$ cat config.mk
export PLATFORM = sky130hd
export DESIGN_NAME = pfo_top
export DESIGN_NICKNAME = d
export VERILOG_FILES = /design/src/hw/pfo_pkg.sv /design/src/hw/pfo_tap.sv /design/src/hw/pfo_ovr_sel.sv /design/src/hw/pfo_top.sv
export VERILOG_INCLUDE_DIRS = /design/src /design/src/hw
export SDC_FILE = /design/constraint.sdc
export NUM_CORES = 1
export LEC_CHECK = 0
export BUFFER_PORTS_ARGS = -buffer_cell sky130_fd_sc_hd__buf_2
export CORE_ASPECT_RATIO = 2
export CORE_MARGIN = 2
export CORE_UTILIZATION = 27
export CTS_CLUSTER_SIZE = 16
export DETAILED_ROUTE_END_ITERATION = 16
export GPL_ROUTABILITY_DRIVEN = 1
export PLACE_DENSITY_LB_ADDON = 0.1
export SYNTH_ARGS = -nofsm -noshare
export SYNTH_HDL_FRONTEND = slang
export SYNTH_SLANG_ARGS = --single-unit
$ cat constraint.sdc
create_clock -name core_clk_i -period 3.7 [get_ports core_clk_i]
set_input_delay 0.925 -clock core_clk_i [delete_from_list [all_inputs] [get_ports core_clk_i]]
set_output_delay 0.925 -clock core_clk_i [all_outputs]
set_load 0.02 [all_outputs]
$ cat src/hw/pfo_defs.svh
// constants for the port f/g override block
`ifndef PFO_DEFS_SVH
`define PFO_DEFS_SVH
`define PFO_ADDR_W            8
`define PFO_PORT_A_OUTPUT_LATCH_IO_ADDR     8'h1B
`define PFO_PORT_A_OUTPUT_LATCH_DATA_ADDR   8'h3B
`define PFO_PORT_A_OUTPUT_LATCH_RESET       8'h00
`define PFO_F_TDI_BIT         7
`define PFO_F_TDO_BIT         6
`define PFO_F_TMS_BIT         5
`define PFO_F_TCK_BIT         4
`define PFO_G_XTAL_OUT_BIT    4
`define PFO_G_XTAL_IN_BIT     3
`define PFO_G_ALE_BIT         2
`define PFO_G_RD_BIT          1
`define PFO_G_WR_BIT          0
`define PFO_IR_W              4
`define PFO_IR_RESET          4'hF
`define PFO_IR_CAPTURE        4'h1
`endif

$ cat src/hw/pfo_pkg.sv
// types for the port f/g override block
`default_nettype none
package pfo_pkg;
    typedef enum logic [3:0] {
        PFO_TLR  = 4'h0, PFO_RTI  = 4'h1, PFO_SDRS = 4'h2, PFO_CDR  = 4'h3,
        PFO_SDR  = 4'h4, PFO_E1DR = 4'h5, PFO_PDR  = 4'h6, PFO_E2DR = 4'h7,
        PFO_UDR  = 4'h8, PFO_SIRS = 4'h9, PFO_CIR  = 4'hA, PFO_SIR  = 4'hB,
        PFO_E1IR = 4'hC, PFO_PIR  = 4'hD, PFO_E2IR = 4'hE, PFO_UIR  = 4'hF
    } pfo_tap_state_type;
endpackage : pfo_pkg
`default_nettype wire

$ cat src/hw/pfo_tap.sv
// tap controller, clocked by core clock with test clock edge enables: rising for state and registers, falling for test-out
`timescale 1ns/1ps
`default_nettype none
`include "pfo_defs.svh"
module pfo_tap
    import pfo_pkg::*;
(
    input  wire logic core_clk_i,
    input  wire logic rst_n_i,
    input  wire logic tck_i,
    input  wire logic tms_i,
    input  wire logic tdi_i,
    output logic      shift_ir_o,
    output logic      shift_dr_o,
    output logic      tdo_o
);
    pfo_tap_state_type state_r;
    pfo_tap_state_type state_nxt;
    logic                   tck_d_r;
    logic [`PFO_IR_W-1:0]   ir_r;
    logic                   bypass_r;
    logic                   tdo_r;
    wire                    tck_rise = tck_i & ~tck_d_r;
    wire                    tck_fall = ~tck_i & tck_d_r;

    // ------------------------------------------------
    // state transitions on tms
    // ------------------------------------------------
    always_comb begin
        case (state_r)
            PFO_TLR:  state_nxt = tms_i ? PFO_TLR  : PFO_RTI;
            PFO_RTI:  state_nxt = tms_i ? PFO_SDRS : PFO_RTI;
            PFO_SDRS: state_nxt = tms_i ? PFO_SIRS : PFO_CDR;
            PFO_CDR:  state_nxt = tms_i ? PFO_E1DR : PFO_SDR;
            PFO_SDR:  state_nxt = tms_i ? PFO_E1DR : PFO_SDR;
            PFO_E1DR: state_nxt = tms_i ? PFO_UDR  : PFO_PDR;
            PFO_PDR:  state_nxt = tms_i ? PFO_E2DR : PFO_PDR;
            PFO_E2DR: state_nxt = tms_i ? PFO_UDR  : PFO_SDR;
            PFO_UDR:  state_nxt = tms_i ? PFO_SDRS : PFO_RTI;
            PFO_SIRS: state_nxt = tms_i ? PFO_TLR  : PFO_CIR;
            PFO_CIR:  state_nxt = tms_i ? PFO_E1IR : PFO_SIR;
            PFO_SIR:  state_nxt = tms_i ? PFO_E1IR : PFO_SIR;
            PFO_E1IR: state_nxt = tms_i ? PFO_UIR  : PFO_PIR;
            PFO_PIR:  state_nxt = tms_i ? PFO_E2IR : PFO_PIR;
            PFO_E2IR: state_nxt = tms_i ? PFO_UIR  : PFO_SIR;
            PFO_UIR:  state_nxt = tms_i ? PFO_SDRS : PFO_RTI;
            default:  state_nxt = PFO_TLR;
        endcase
    end

    assign shift_ir_o = (state_r == PFO_SIR);
    assign shift_dr_o = (state_r == PFO_SDR);
    assign tdo_o      = tdo_r;

    // ------------------------------------------------
    // state, instruction and bypass registers
    // ------------------------------------------------
    always_ff @(posedge core_clk_i or negedge rst_n_i) begin
        if (!rst_n_i) begin
            tck_d_r  <= 1'b0;
            state_r  <= PFO_TLR;
            ir_r     <= `PFO_IR_RESET;
            bypass_r <= 1'b0;
            tdo_r    <= 1'b0;
        end else begin
            tck_d_r <= tck_i;
            if (tck_rise) begin
                state_r <= state_nxt;
                if (state_r == PFO_CIR) ir_r <= `PFO_IR_CAPTURE;
                if (state_r == PFO_SIR) ir_r <= {tdi_i, ir_r[`PFO_IR_W-1:1]};
                if (state_r == PFO_CDR) bypass_r <= 1'b0;
                if (state_r == PFO_SDR) bypass_r <= tdi_i;
            end
            if (tck_fall) begin
                tdo_r <= (state_r == PFO_SIR) ? ir_r[0] : bypass_r;
            end
        end
    end

    shift_onehot_a: assert property (
        @(posedge core_clk_i) disable iff (!rst_n_i) !(shift_ir_o && shift_dr_o))
        else $error("both shift states at once");
    state_hold_a: assert property (
        @(posedge core_clk_i) disable iff (!rst_n_i) !$past(tck_rise) |-> $stable(state_r))
        else $error("tap state moved without test clock");
    tdo_on_fall_a: assert property (
        @(posedge core_clk_i) disable iff (!rst_n_i) !$past(tck_fall) |-> $stable(tdo_o))
        else $error("test-out changed without test clock fall");
endmodule : pfo_tap
`default_nettype wire

$ cat src/hw/pfo_ovr_sel.sv
// per-pin override selection of one port
`timescale 1ns/1ps
`default_nettype none
module pfo_ovr_sel #(
    parameter int W = 8
) (
    input  wire logic [W-1:0] pullup_norm_i,
    input  wire logic [W-1:0] dir_norm_i,
    input  wire logic [W-1:0] value_norm_i,
    input  wire logic [W-1:0] inen_norm_i,
    input  wire logic [W-1:0] pullup_override_enable_i,
    input  wire logic [W-1:0] pullup_override_value_i,
    input  wire logic [W-1:0] direction_override_enable_i,
    input  wire logic [W-1:0] direction_override_value_i,
    input  wire logic [W-1:0] pin_value_override_enable_i,
    input  wire logic [W-1:0] pin_value_override_value_i,
    input  wire logic [W-1:0] input_enable_override_enable_i,
    input  wire logic [W-1:0] input_enable_override_value_i,
    output logic      [W-1:0] pullup_o,
    output logic      [W-1:0] dir_o,
    output logic      [W-1:0] value_o,
    output logic      [W-1:0] inen_o
);
    function automatic logic [W-1:0] pick(input logic [W-1:0] en, input logic [W-1:0] ov,
                                          input logic [W-1:0] nm);
        pick = (en & ov) | (~en & nm);
    endfunction : pick

    assign pullup_o = pick(pullup_override_enable_i, pullup_override_value_i,
                           pullup_norm_i);
    assign dir_o    = pick(direction_override_enable_i, direction_override_value_i,
                           dir_norm_i);
    assign value_o  = pick(pin_value_override_enable_i, pin_value_override_value_i,
                           value_norm_i);
    assign inen_o   = pick(input_enable_override_enable_i, input_enable_override_value_i,
                           inen_norm_i);
endmodule : pfo_ovr_sel
`default_nettype wire

$ cat src/hw/pfo_top.sv
// port f/g alternate-function override block with port a output latch
// ------------------------------------------------
// Contract
// - scan port on: pull-ups on test-in, mode, clock pins, even in reset; off on test-out
// - scan port on: four test pins lose direction, pull-up and digital input
// - scan port on: test-out pin driven only in shift-ir or shift-dr, else released
// - scan port on: test-out value is serial data from ir or data register
// - tap navigated by mode select, all test operation synchronous to test clock
// - no overrides on lower four adc port pins, except legacy mode forcing their direction to input
// - legacy mode: every adc port pin is input only, except test-out, driven in shift-ir or shift-dr while the scan port is on
// - legacy mode: five-pin port carries only alternate functions
// - timer clock select: bit 4 crystal output, pull-up and direction 0, input off
// - timer clock select: bit 3 crystal input, unusable as i/o
// - ext memory on: bits 2,1,0 outputs, no pull-up, drive latch, read, write
// - port a output latch at 0x1B / 0x3B, reset to zero
// ------------------------------------------------
`timescale 1ns/1ps
`default_nettype none
`include "pfo_defs.svh"
module pfo_top
    import pfo_pkg::*;
(
    input  wire logic                   core_clk_i,
    input  wire logic                   rst_n_i,
    input  wire logic [`PFO_ADDR_W-1:0] addr_i,
    input  wire logic [7:0]             wdata_i,
    input  wire logic                   wr_i,
    input  wire logic                   rd_i,
    output logic      [7:0]             rdata_o,
    input  wire logic                   scan_port_enable_i,
    input  wire logic                   legacy_mode_i,
    input  wire logic                   async_timer_clock_select_i,
    input  wire logic                   ext_memory_enable_i,
    input  wire logic                   ale_i,
    input  wire logic                   rd_strobe_i,
    input  wire logic                   wr_strobe_i,
    input  wire logic [7:0]             f_pullup_norm_i,
    input  wire logic [7:0]             f_dir_norm_i,
    input  wire logic [7:0]             f_value_norm_i,
    input  wire logic [7:0]             f_inen_norm_i,
    input  wire logic [4:0]             g_pullup_norm_i,
    input  wire logic [4:0]             g_dir_norm_i,
    input  wire logic [4:0]             g_value_norm_i,
    input  wire logic [4:0]             g_inen_norm_i,
    input  wire logic [7:0]             f_pin_i,
    output logic      [7:0]             f_pullup_o,
    output logic      [7:0]             f_pin_o,
    output logic      [7:0]             f_pin_oe_o,
    output logic      [7:0]             f_inen_o,
    output logic      [7:0]             analog_pin_path_o,
    output logic      [4:0]             g_pullup_o,
    output logic      [4:0]             g_pin_o,
    output logic      [4:0]             g_pin_oe_o,
    output logic      [4:0]             g_inen_o,
    output logic                        timer_crystal_pin_one_en_o,
    output logic                        timer_crystal_pin_two_en_o,
    output logic      [7:0]             port_a_o
);
    logic [7:0] port_a_output_latch_r;
    logic [7:0] rdata_r;
    logic       shift_ir;
    logic       shift_dr;
    logic       tap_tdo;
    logic [7:0] f_dir;
    logic [4:0] g_dir;

    // ------------------------------------------------
    // register port
    // ------------------------------------------------
    wire hit_a = (addr_i == `PFO_PORT_A_OUTPUT_LATCH_IO_ADDR) || (addr_i == `PFO_PORT_A_OUTPUT_LATCH_DATA_ADDR);
    wire [7:0] rd_mux = hit_a ? port_a_output_latch_r : 8'h00;

    always_ff @(posedge core_clk_i or negedge rst_n_i) begin
        if (!rst_n_i) begin
            port_a_output_latch_r <= `PFO_PORT_A_OUTPUT_LATCH_RESET;
            rdata_r               <= 8'h00;
        end else begin
            if (wr_i && hit_a) port_a_output_latch_r <= wdata_i;
            rdata_r <= rd_i ? rd_mux : 8'h00;
        end
    end
    assign rdata_o  = rdata_r;
    assign port_a_o = port_a_output_latch_r;

    // ------------------------------------------------
    // tap controller
    // ------------------------------------------------
    pfo_tap u_tap (
        .core_clk_i (core_clk_i),
        .rst_n_i    (rst_n_i),
        .tck_i      (f_pin_i[`PFO_F_TCK_BIT] & scan_port_enable_i),
        .tms_i      (f_pin_i[`PFO_F_TMS_BIT]),
        .tdi_i      (f_pin_i[`PFO_F_TDI_BIT]),
        .shift_ir_o (shift_ir),
        .shift_dr_o (shift_dr),
        .tdo_o      (tap_tdo)
    );

    // ------------------------------------------------
    // port f override signals
    // ------------------------------------------------
    wire       jt      = scan_port_enable_i;
    wire [7:0] f_pullup_override_enable  = {jt, jt, jt, jt, 4'h0};
    wire [7:0] f_pullup_override_value  = {1'b1, 1'b0, 1'b1, 1'b1, 4'h0};
    wire [7:0] f_direction_override_enable  = {jt, jt, jt, jt, 4'h0};
    wire [7:0] f_direction_override_value  = {1'b0, shift_ir | shift_dr, 6'h00};
    wire [7:0] f_pin_value_override_enable  = {1'b0, jt, 6'h00};
    wire [7:0] f_pin_value_override_value  = {1'b0, tap_tdo, 6'h00};
    wire [7:0] f_input_enable_override_enable = {jt, jt, jt, jt, 4'h0};
    wire [7:0] f_input_enable_override_value = 8'h00;

    pfo_ovr_sel #(.W(8)) u_f_sel (
        .pullup_norm_i                  (f_pullup_norm_i),
        .dir_norm_i                     (legacy_mode_i ? 8'h00 : f_dir_norm_i),
        .value_norm_i                   (f_value_norm_i),
        .inen_norm_i                    (f_inen_norm_i),
        .pullup_override_enable_i       (f_pullup_override_enable),
        .pullup_override_value_i        (f_pullup_override_value),
        .direction_override_enable_i    (f_direction_override_enable),
        .direction_override_value_i     (f_direction_override_value),
        .pin_value_override_enable_i    (f_pin_value_override_enable),
        .pin_value_override_value_i     (f_pin_value_override_value),
        .input_enable_override_enable_i (f_input_enable_override_enable),
        .input_enable_override_value_i  (f_input_enable_override_value),
        .pullup_o                       (f_pullup_o),
        .dir_o                          (f_dir),
        .value_o                        (f_pin_o),
        .inen_o                         (f_inen_o)
    );
    assign f_pin_oe_o        = f_dir;
    assign analog_pin_path_o = f_pin_i;

    // ------------------------------------------------
    // port g override signals
    // ------------------------------------------------
    wire       ts      = async_timer_clock_select_i;
    wire       em      = ext_memory_enable_i | legacy_mode_i;
    wire [4:0] g_oe    = {ts, ts, em, em, em};
    wire [4:0] g_pullup_override_value  = 5'h00;
    wire [4:0] g_direction_override_value  = {2'b00, 3'b111};
    wire [4:0] g_pin_value_override_enable  = {2'b00, em, em, em};
    wire [4:0] g_pin_value_override_value  = {2'b00, ale_i, rd_strobe_i, wr_strobe_i};
    wire [4:0] g_input_enable_override_enable = {ts, ts, 3'b000};

    pfo_ovr_sel #(.W(5)) u_g_sel (
        .pullup_norm_i                  (legacy_mode_i ? 5'h00 : g_pullup_norm_i),
        .dir_norm_i                     (legacy_mode_i ? 5'h00 : g_dir_norm_i),
        .value_norm_i                   (g_value_norm_i),
        .inen_norm_i                    (legacy_mode_i ? 5'h00 : g_inen_norm_i),
        .pullup_override_enable_i       (g_oe),
        .pullup_override_value_i        (g_pullup_override_value),
        .direction_override_enable_i    (g_oe),
        .direction_override_value_i     (g_direction_override_value),
        .pin_value_override_enable_i    (g_pin_value_override_enable),
        .pin_value_override_value_i     (g_pin_value_override_value),
        .input_enable_override_enable_i (g_input_enable_override_enable),
        .input_enable_override_value_i  (5'h00),
        .pullup_o                       (g_pullup_o),
        .dir_o                          (g_dir),
        .value_o                        (g_pin_o),
        .inen_o                         (g_inen_o)
    );
    assign g_pin_oe_o                 = g_dir;
    assign timer_crystal_pin_one_en_o = ts;
    assign timer_crystal_pin_two_en_o = ts;

    // ------------------------------------------------
    // checks
    // ------------------------------------------------
    scan_pullups_a: assert property (
        @(posedge core_clk_i) jt |-> (f_pullup_o[7:4] == 4'b1011))
        else $error("scan pull-ups wrong");
    scan_pins_a: assert property (
        @(posedge core_clk_i) jt |-> (f_inen_o[7:4] == 4'h0 && f_pin_oe_o[7] == 1'b0 &&
        f_pin_oe_o[5:4] == 2'b00))
        else $error("scan pins not isolated");
    tdo_drive_a: assert property (
        @(posedge core_clk_i) disable iff (!rst_n_i)
        jt |-> (f_pin_oe_o[6] == (shift_ir | shift_dr)))
        else $error("test-out enable wrong");
    tdo_value_a: assert property (
        @(posedge core_clk_i) disable iff (!rst_n_i)
        jt |-> (f_pin_o[6] == tap_tdo))
        else $error("test-out value wrong");
    low_f_plain_a: assert property (
        @(posedge core_clk_i) !legacy_mode_i |-> (f_pin_oe_o[3:0] == f_dir_norm_i[3:0] &&
        f_pullup_o[3:0] == f_pullup_norm_i[3:0]))
        else $error("low port f overridden");
    low_f_value_a: assert property (
        @(posedge core_clk_i) f_pin_o[3:0] == f_value_norm_i[3:0] &&
        f_inen_o[3:0] == f_inen_norm_i[3:0])
        else $error("low port f value overridden");
    legacy_in_a: assert property (
        @(posedge core_clk_i) (legacy_mode_i && !jt) |-> (f_pin_oe_o == 8'h00))
        else $error("legacy port f drives");
    legacy_g_a: assert property (
        @(posedge core_clk_i) legacy_mode_i |-> (g_pullup_o == 5'h00 &&
        g_pin_oe_o[2:0] == 3'b111 && g_pin_o[2:0] == {ale_i, rd_strobe_i, wr_strobe_i}))
        else $error("legacy port g not alternate");
    xtal_pins_a: assert property (
        @(posedge core_clk_i) ts |-> (g_pin_oe_o[4:3] == 2'b00 && g_pullup_o[4:3] == 2'b00 &&
        g_inen_o[4:3] == 2'b00))
        else $error("crystal pins not released");
    xmem_pins_a: assert property (
        @(posedge core_clk_i) (ext_memory_enable_i && !ts) |-> (g_pin_oe_o[2:0] == 3'b111 &&
        g_pin_o[2:0] == {ale_i, rd_strobe_i, wr_strobe_i}))
        else $error("strobes wrong");
    xmem_pull_a: assert property (
        @(posedge core_clk_i) ext_memory_enable_i |-> (g_pullup_o[2:0] == 3'b000))
        else $error("strobe pull-ups on");
    g_plain_a: assert property (
        @(posedge core_clk_i) (!ts && !em) |-> (g_pullup_o == g_pullup_norm_i &&
        g_pin_oe_o == g_dir_norm_i && g_pin_o == g_value_norm_i && g_inen_o == g_inen_norm_i))
        else $error("port g overridden while idle");
    latch_write_a: assert property (
        @(posedge core_clk_i) disable iff (!rst_n_i)
        (wr_i && hit_a) |=> (port_a_o == $past(wdata_i)))
        else $error("latch write lost");
    read_data_a: assert property (
        @(posedge core_clk_i) disable iff (!rst_n_i)
        (rd_i && hit_a) |=> (rdata_o == $past(port_a_o)))
        else $error("latch read wrong");
    read_idle_a: assert property (
        @(posedge core_clk_i) disable iff (!rst_n_i)
        (!rd_i || !hit_a) |=> (rdata_o == 8'h00))
        else $error("read data not cleared");
endmodule : pfo_top
`default_nettype wire

==> results.py, run 1 <==
metrics = {
    "setup_path": {
        "critical_path_arrival_ns": 1.96,
        "cp-start-kind": "input port",
        "rr_worst_depth": 4,
        "regToRegSetupSlack_ns": 2.20,
        "cp.required_ns": 2.77,
        "endpoint_kind": "output port",
        "crit_path_frequent_cell": "buf_2",
        "critical_path_class": "in -> out",
        "cp_cell_sequence": "buf_2, nor2_1, mux2_2, buf_2",
        "max_stage_delay_ns": 0.38,
        "r2r_start": "u_tap.tck_d_r",
        "cp_max_fo": 13,
        "worstReg2RegEnd": "u_tap.ir_r[1]",
        "cp_slowest_cell": "mux2_2",
    },
    "global_routing": {
        "grt_overflow": 0,
        "grt_pass1_wl_mm": 5.87,
        "met3_usage": 0.0244,
        "grt_util_met2": 0.161,
        "busiest_layer": "met2",
        "grt_max_degree": 28,
        "met1_usage": 0.151,
        "grt_antenna_before_repair": 0,
        "grt_use_total": 0.109,
        "grt_pass1_vias": 1300,
    },
    "synthesis": {
        "syn_area_um2": 1710,
        "yosys_register_bits": 27,
        "synth_edf_count": 0,
        "ys.flop_type": "dfrtp_1",
        "synthTopCellsByArea": "dfrtp_1 34%, buf_4 12%, mux2_2 7.9%",
        "postSynthNetCount": 269,
        "ys_types": 32,
        "yosysMostFrequentCell": "buf_4",
        "synth_largest_area_cell": "dfrtp_1",
        "yosysWarnings": 0,
        "synth_top_area_share": 0.337,
        "synth_seq_area_share": 0.399,
        "synthTopCellsByCount": "27 x buf_4, 23 x dfrtp_1, 15 x nor2b_1",
        "syn_inst": 182,
        "synth-async-reset-ratio": 1.00,
        "syn_area_per_cell_um2": 9.38,
    },
    "pwr": {
        "p_seq_frac": 0.453,
        "switching_share": 0.351,
        "combPwrFrac": 0.299,
        "ir_worst_vdd_v": 0.000189,
        "switchingPower_uw": 352,
        "pwr-share-clk": 0.248,
        "p_int_uw": 651,
        "p_leak_uw": 0.00124,
        "powerDensity_nw_per_um2": 444,
    },
    "route": {
        "vias_per_cell": 4.44,
        "drt_iter0_markers": 16,
        "firstDrtPassIters": 4,
        "wire_per_inst_um": 11.7,
        "routed_wl_mm": 4.16,
        "via_count": 1582,
        "drtAntennaViolNets": 0,
        "drc_errors": 0,
    },
    "clocking": {
        "cts_resized": 0,
        "numCtsBuffers": 3,
        "holdBufCountCts": 0,
        "h-tree-depth": 1,
        "clockBufferDepth": 2,
        "cts-root-buf": "clkbuf_16",
        "clk_latency_ns": 0.26,
        "post_cts.repair.setup_buffers": 0,
        "cts_tree": "built",
        "clkTransAtPathRegs_ns": 0.07,
        "clkSinkCount": 27,
    },
    "sta": {
        "timing.final.crit_share": 0.781,
        "final_max_slew_viol_count": 0,
        "fmax_mhz": 346,
        "clock_skew_ns": 0.00191,
        "hold_viol": 0,
        "tightest_slew_ns": 0.623,
        "rsz0062_at_grt": "false",
        "fin_ws_ns": 0.811,
        "layout_min_cycle_time_ns": 2.89,
        "setup-tns-final_ns": 0,
        "relSlewSlack": 0.585,
        "setup_violations": 0,
    },
    "layout": {
        "stdcell_count": 356,
        "fin_nets": 358,
        "final_util": 0.364,
        "antenna_cells": 0,
        "drive_gt1_frac": 0.574,
        "fill_cells": 666,
        "fin_area_um2": 2260,
        "area_growth_pct": 32.3,
    },
    "floorplan": {
        "die_x_um": 60.2,
        "coreArea_um2": 6210,
        "start_util": 0.275,
        "dieArea_um2": 7010,
        "fp-row-count": 41,
        "die_height_um": 116,
        "pin_count": 165,
    },
    "placed_design": {
        "gp_congestion": 0.698,
        "dpl.hpwl_mm": 3.21,
        "place_ws_ns": 0.802,
        "place_area_um2": 2170,
        "port_buffers": 119,
        "placedCellCount": 352,
    },
    "hold_path": {
        "worstHoldStart": "u_tap.ir_r[3]",
        "worstHoldPathCells": 2,
        "hold_end": "u_tap.ir_r[3]",
        "hold_path.class": "reg -> reg",
    },
    "job": {
        "cap_viol_max_count": 0,
    },
    "outcome": {
        "outcome": "finished clean",
    },
}
==> cell type report <==
type	count	area (µm²)	area share
multi-input cells	114	768	0.340
clock inverters	1	7.51	0.00333
well taps	86	108	0.0477
inverters	6	22.5	0.00998
flip-flops and latches	27	681	0.302
repair buffers	119	596	0.264
clock buffers	3	75.1	0.0333
==> routing by layer <==
| layer | vias to the layer above | wire length (µm) |
|---|---|---|
| met5 | - | 0 |
| met4 | 0 | 47 |
| met3 | 2 | 365 |
| met2 | 84 | 1950 |
| met1 | 725 | 1790 |
| li1 | 771 | - |
==> how the worst max path moves through the flow <==
stage / startpoint / to / slack (ns) / depth (start not counted)
floorplan: legacy_mode_i / g_pin_o[0] / 1.19 / 2
global placement: legacy_mode_i / g_pin_o[0] / 0.83 / 4
detailed placement: legacy_mode_i / g_pin_o[0] / 0.80 / 4
CTS: legacy_mode_i / g_pin_o[2] / 0.81 / 4
global route: legacy_mode_i / g_pin_o[2] / 0.73 / 4
finish: legacy_mode_i / g_pin_o[2] / 0.81 / 4
==> layout by cell type (no fill, tap or decap), types with 7 or more instances in the layout <==
cell type / count
nor2b_1: 15
and3_2: 8
dfrtp_1: 23
and2_1: 12
buf_2: 119
a21oi_1: 8
o21ai_0: 10
mux2_2: 12
nand2_1: 7
nor2_1: 10
==> power groups by stage <==
stage | logic, µW | clock network, µW | registers [µW]
after floorplan | 290 | 0 | 406
after global placement | 297 | 0 | 457
after detailed placement | 303 | 0 | 459
after CTS | 304 | 262 | 453
after global routing | 343 | 275 | 468
final | 299 | 249 | 454
==> worst max-delay path: cells and delay by family <==
kind	cells	cell delay, ns
and+or+nand+nor	1	0.33
buffers and inverters	2	0.33
muxes	1	0.38
==> flip-flops by register name (all words and copies together) (netlist names) <==
register / flops
port_a_o: 8
rdata_o: 8
u_tap.ir_r: 4
u_tap.state_r: 4
u_tap.bypass_r: 1
u_tap.tck_d_r: 1
u_tap.tdo_o: 1
==> through the flow <==
stage	hold WS, ns	total power [µW]
floorplan	0.463	697
global placement	0.474	755
detailed placement	0.476	762
CTS	0.491	1020
global route	0.524	1090
finish	0.484	1000
==> kinds of logic after synthesis <==
family	count (synthesis)	synth area share
buf+inv	41	0.151
mux	13	0.0850
simple gates	71	0.260
flops	27	0.399
compound gates	30	0.106
Note: power is estimated with default switching activity, not from simulation.
==> run 2: changes to the inputs <==
--- a/config.mk
+++ b/config.mk
@@ -6,6 +6,7 @@
 export SDC_FILE = /design/constraint.sdc
 export NUM_CORES = 1
 export LEC_CHECK = 0
+export ABC_AREA = 1
 export BUFFER_PORTS_ARGS = -buffer_cell sky130_fd_sc_hd__buf_2
 export CORE_ASPECT_RATIO = 2
 export CORE_MARGIN = 2
==> constraint.sdc (replaced) <==
create_clock -name core_clk_i -period 2.81 [get_ports core_clk_i]
set_input_delay 0.7025 -clock core_clk_i [delete_from_list [all_inputs] [get_ports core_clk_i]]
set_output_delay 0.7025 -clock core_clk_i [all_outputs]
set_load 0.02 [all_outputs]
==> run 2 against run 1 <==
Against the previous run: clock power is 28% higher; via count is 18% higher; die area is 5.7% higher; power is 39% higher; synthesized area is 6.0% higher; wire length is 24% higher; non-clock buffer count stayed put; cell count is 27% higher.
==> results.py, run 2 <==
metrics = {
    "synthesis": {
        "synth_top_area_share": 0.318,
        "syn_inst": 273,
        "synth_largest_area_cell": "dfrtp_1",
        "ys_types": 24,
        "synth-async-reset-ratio": 1.00,
        "synthTopCellsByArea": "dfrtp_1 32%, nand2_1 17%, buf_4 12%",
        "synth_edf_count": 0,
        "yosysWarnings": 0,
        "yosysMostFrequentCell": "nand2_1",
        "ys.flop_type": "dfrtp_1",
        "postSynthNetCount": 360,
        "yosys_register_bits": 27,
        "syn_area_um2": 1810,
        "synthTopCellsByCount": "83 x nand2_1, 48 x nor2_1, 37 x inv_1",
        "syn_area_per_cell_um2": 6.63,
        "synth_seq_area_share": 0.376,
    },
    "route": {
        "drc_errors": 0,
        "drt_iter0_markers": 101,
        "via_count": 1864,
        "vias_per_cell": 4.11,
        "routed_wl_mm": 5.16,
        "firstDrtPassIters": 4,
        "drtAntennaViolNets": 0,
        "wire_per_inst_um": 11.4,
    },
    "sta": {
        "final_max_slew_viol_count": 0,
        "setup-tns-final_ns": 0,
        "rsz0062_at_grt": "false",
        "hold_viol": 0,
        "setup_violations": 0,
        "fmax_mhz": 410,
        "layout_min_cycle_time_ns": 2.44,
        "relSlewSlack": 0.596,
        "timing.final.crit_share": 0.868,
        "tightest_slew_ns": 0.606,
        "fin_ws_ns": 0.370,
        "clock_skew_ns": 0.00208,
    },
    "global_routing": {
        "grt_antenna_before_repair": 0,
        "grt_pass1_vias": 1730,
        "grt_max_degree": 28,
        "grt_pass1_wl_mm": 7.94,
        "grt_use_total": 0.141,
        "grt_overflow": 0,
    },
    "clocking": {
        "h-tree-depth": 1,
        "clkSinkCount": 27,
        "cts_tree": "built",
        "clk_latency_ns": 0.26,
        "cts-root-buf": "clkbuf_16",
        "numCtsBuffers": 3,
        "clockBufferDepth": 2,
        "clkTransAtPathRegs_ns": 0.06,
        "post_cts.repair.setup_buffers": 0,
        "cts_resized": 0,
        "holdBufCountCts": 0,
    },
    "setup_path": {
        "cp-start-kind": "input port",
        "critical_path_class": "in -> out",
        "r2r_start": "u_tap.state_r[0]",
        "cp.required_ns": 2.11,
        "crit_start": "legacy_mode_i",
        "critical_path_arrival_ns": 1.74,
        "rr_worst_depth": 8,
        "endpoint_kind": "output port",
        "cp_max_fo": 9,
    },
    "placed_design": {
        "placedCellCount": 449,
        "dpl.hpwl_mm": 4.30,
        "gp_congestion": 0.923,
        "port_buffers": 119,
        "place_ws_ns": 0.372,
    },
    "pwr": {
        "pwr-share-clk": 0.229,
        "combPwrFrac": 0.365,
        "powerDensity_nw_per_um2": 587,
        "ir_worst_vdd_v": 0.000324,
        "p_leak_uw": 0.00149,
        "p_int_uw": 856,
        "p_seq_frac": 0.406,
        "switchingPower_uw": 535,
        "switching_share": 0.385,
    },
    "layout": {
        "antenna_cells": 0,
        "fill_cells": 724,
        "final_cell_mix": "119 x buf_2, 83 x nand2_1, 48 x nor2_1",
        "final_common_cell": "buf_2",
        "stdcell_count": 453,
        "fin_nets": 453,
        "drive_gt1_frac": 0.395,
        "final_util": 0.361,
        "area_growth_pct": 30.9,
    },
    "floorplan": {
        "coreArea_um2": 6570,
        "dieArea_um2": 7410,
        "start_util": 0.275,
        "die_x_um": 61.9,
        "pin_count": 165,
        "die_height_um": 120,
        "fp-row-count": 42,
    },
    "job": {
        "cap_viol_max_count": 0,
    },
    "outcome": {
        "outcome": "finished clean",
    },
    "hold_path": {
        "hold_path.class": "in -> async",
    },
}
## run 2: layout make-up
type,count,area [µm²],area share
sequential,27,681,0.287
tap,88,110,0.0465
clock buffer,3,75.1,0.0317
timing repair buffer,119,596,0.251
clock inverter,1,5.00,0.00211
multi-input combinational,173,744,0.314
inverter,42,158,0.0666
## run 2: logic make-up (layout without fill, tap and decap cells)
logic type,after synthesis,count (layout),share of synthesized area
compound gates,17,17,0.0498
buf+inv,73,165,0.212
flops,27,27,0.376
simple gates,156,156,0.362
## run 2: path summary, 6_finish.rpt
| check | end | slack (ns) |
|---|---|---|
| setup / recovery | g_pin_oe_o[1] | 0.37 |
| hold / removal | rdata_o[3] | 0.45 |
| setup reg to reg | u_tap.state_r[1] | 1.38 |
| hold reg to reg | u_tap.ir_r[1] | 0.48 |
| max in group asynchronous | u_tap.tdo_o | 1.96 |
| min in group core_clk_i | u_tap.ir_r[1] | 0.48 |
## run 2: critical path, stage by stage
cell    delay [ns]
buf_2         0.16
nor2_1        0.23
inv_1         0.18
or2_2         0.30
buf_2         0.16
## run 2: through the flow
stage	total power, µW	area (µm²)	hold WS [ns]
2_1_floorplan	964	1810	0.407
3_3_place_gp	1080	2290	0.467
3_5_place_dp	1080	2290	0.470
4_1_cts	1410	2370	0.475
5_1_grt	1520	2370	0.492
6_report	1390	2370	0.451
## run 2: power by group through the flow
stage          registers (µW)  logic, µW  clock network, µW
2_1_floorplan             543        421                  0
3_3_place_gp              572        511                  0
3_5_place_dp              572        508                  0
4_1_cts                   565        511                336
5_1_grt                   580        589                346
6_report                  565        508                318
## run 2: routing by layer
layer	wire (µm)	vias to the layer above	part of all wire	GRT usage
met4	100	0	0.019	0.0585
met1	2050	809	0.40	0.171
li1	-	967	-	-
met2	2710	80	0.53	0.241
met3	292	8	0.057	0.0151
met5	0	-	0	0
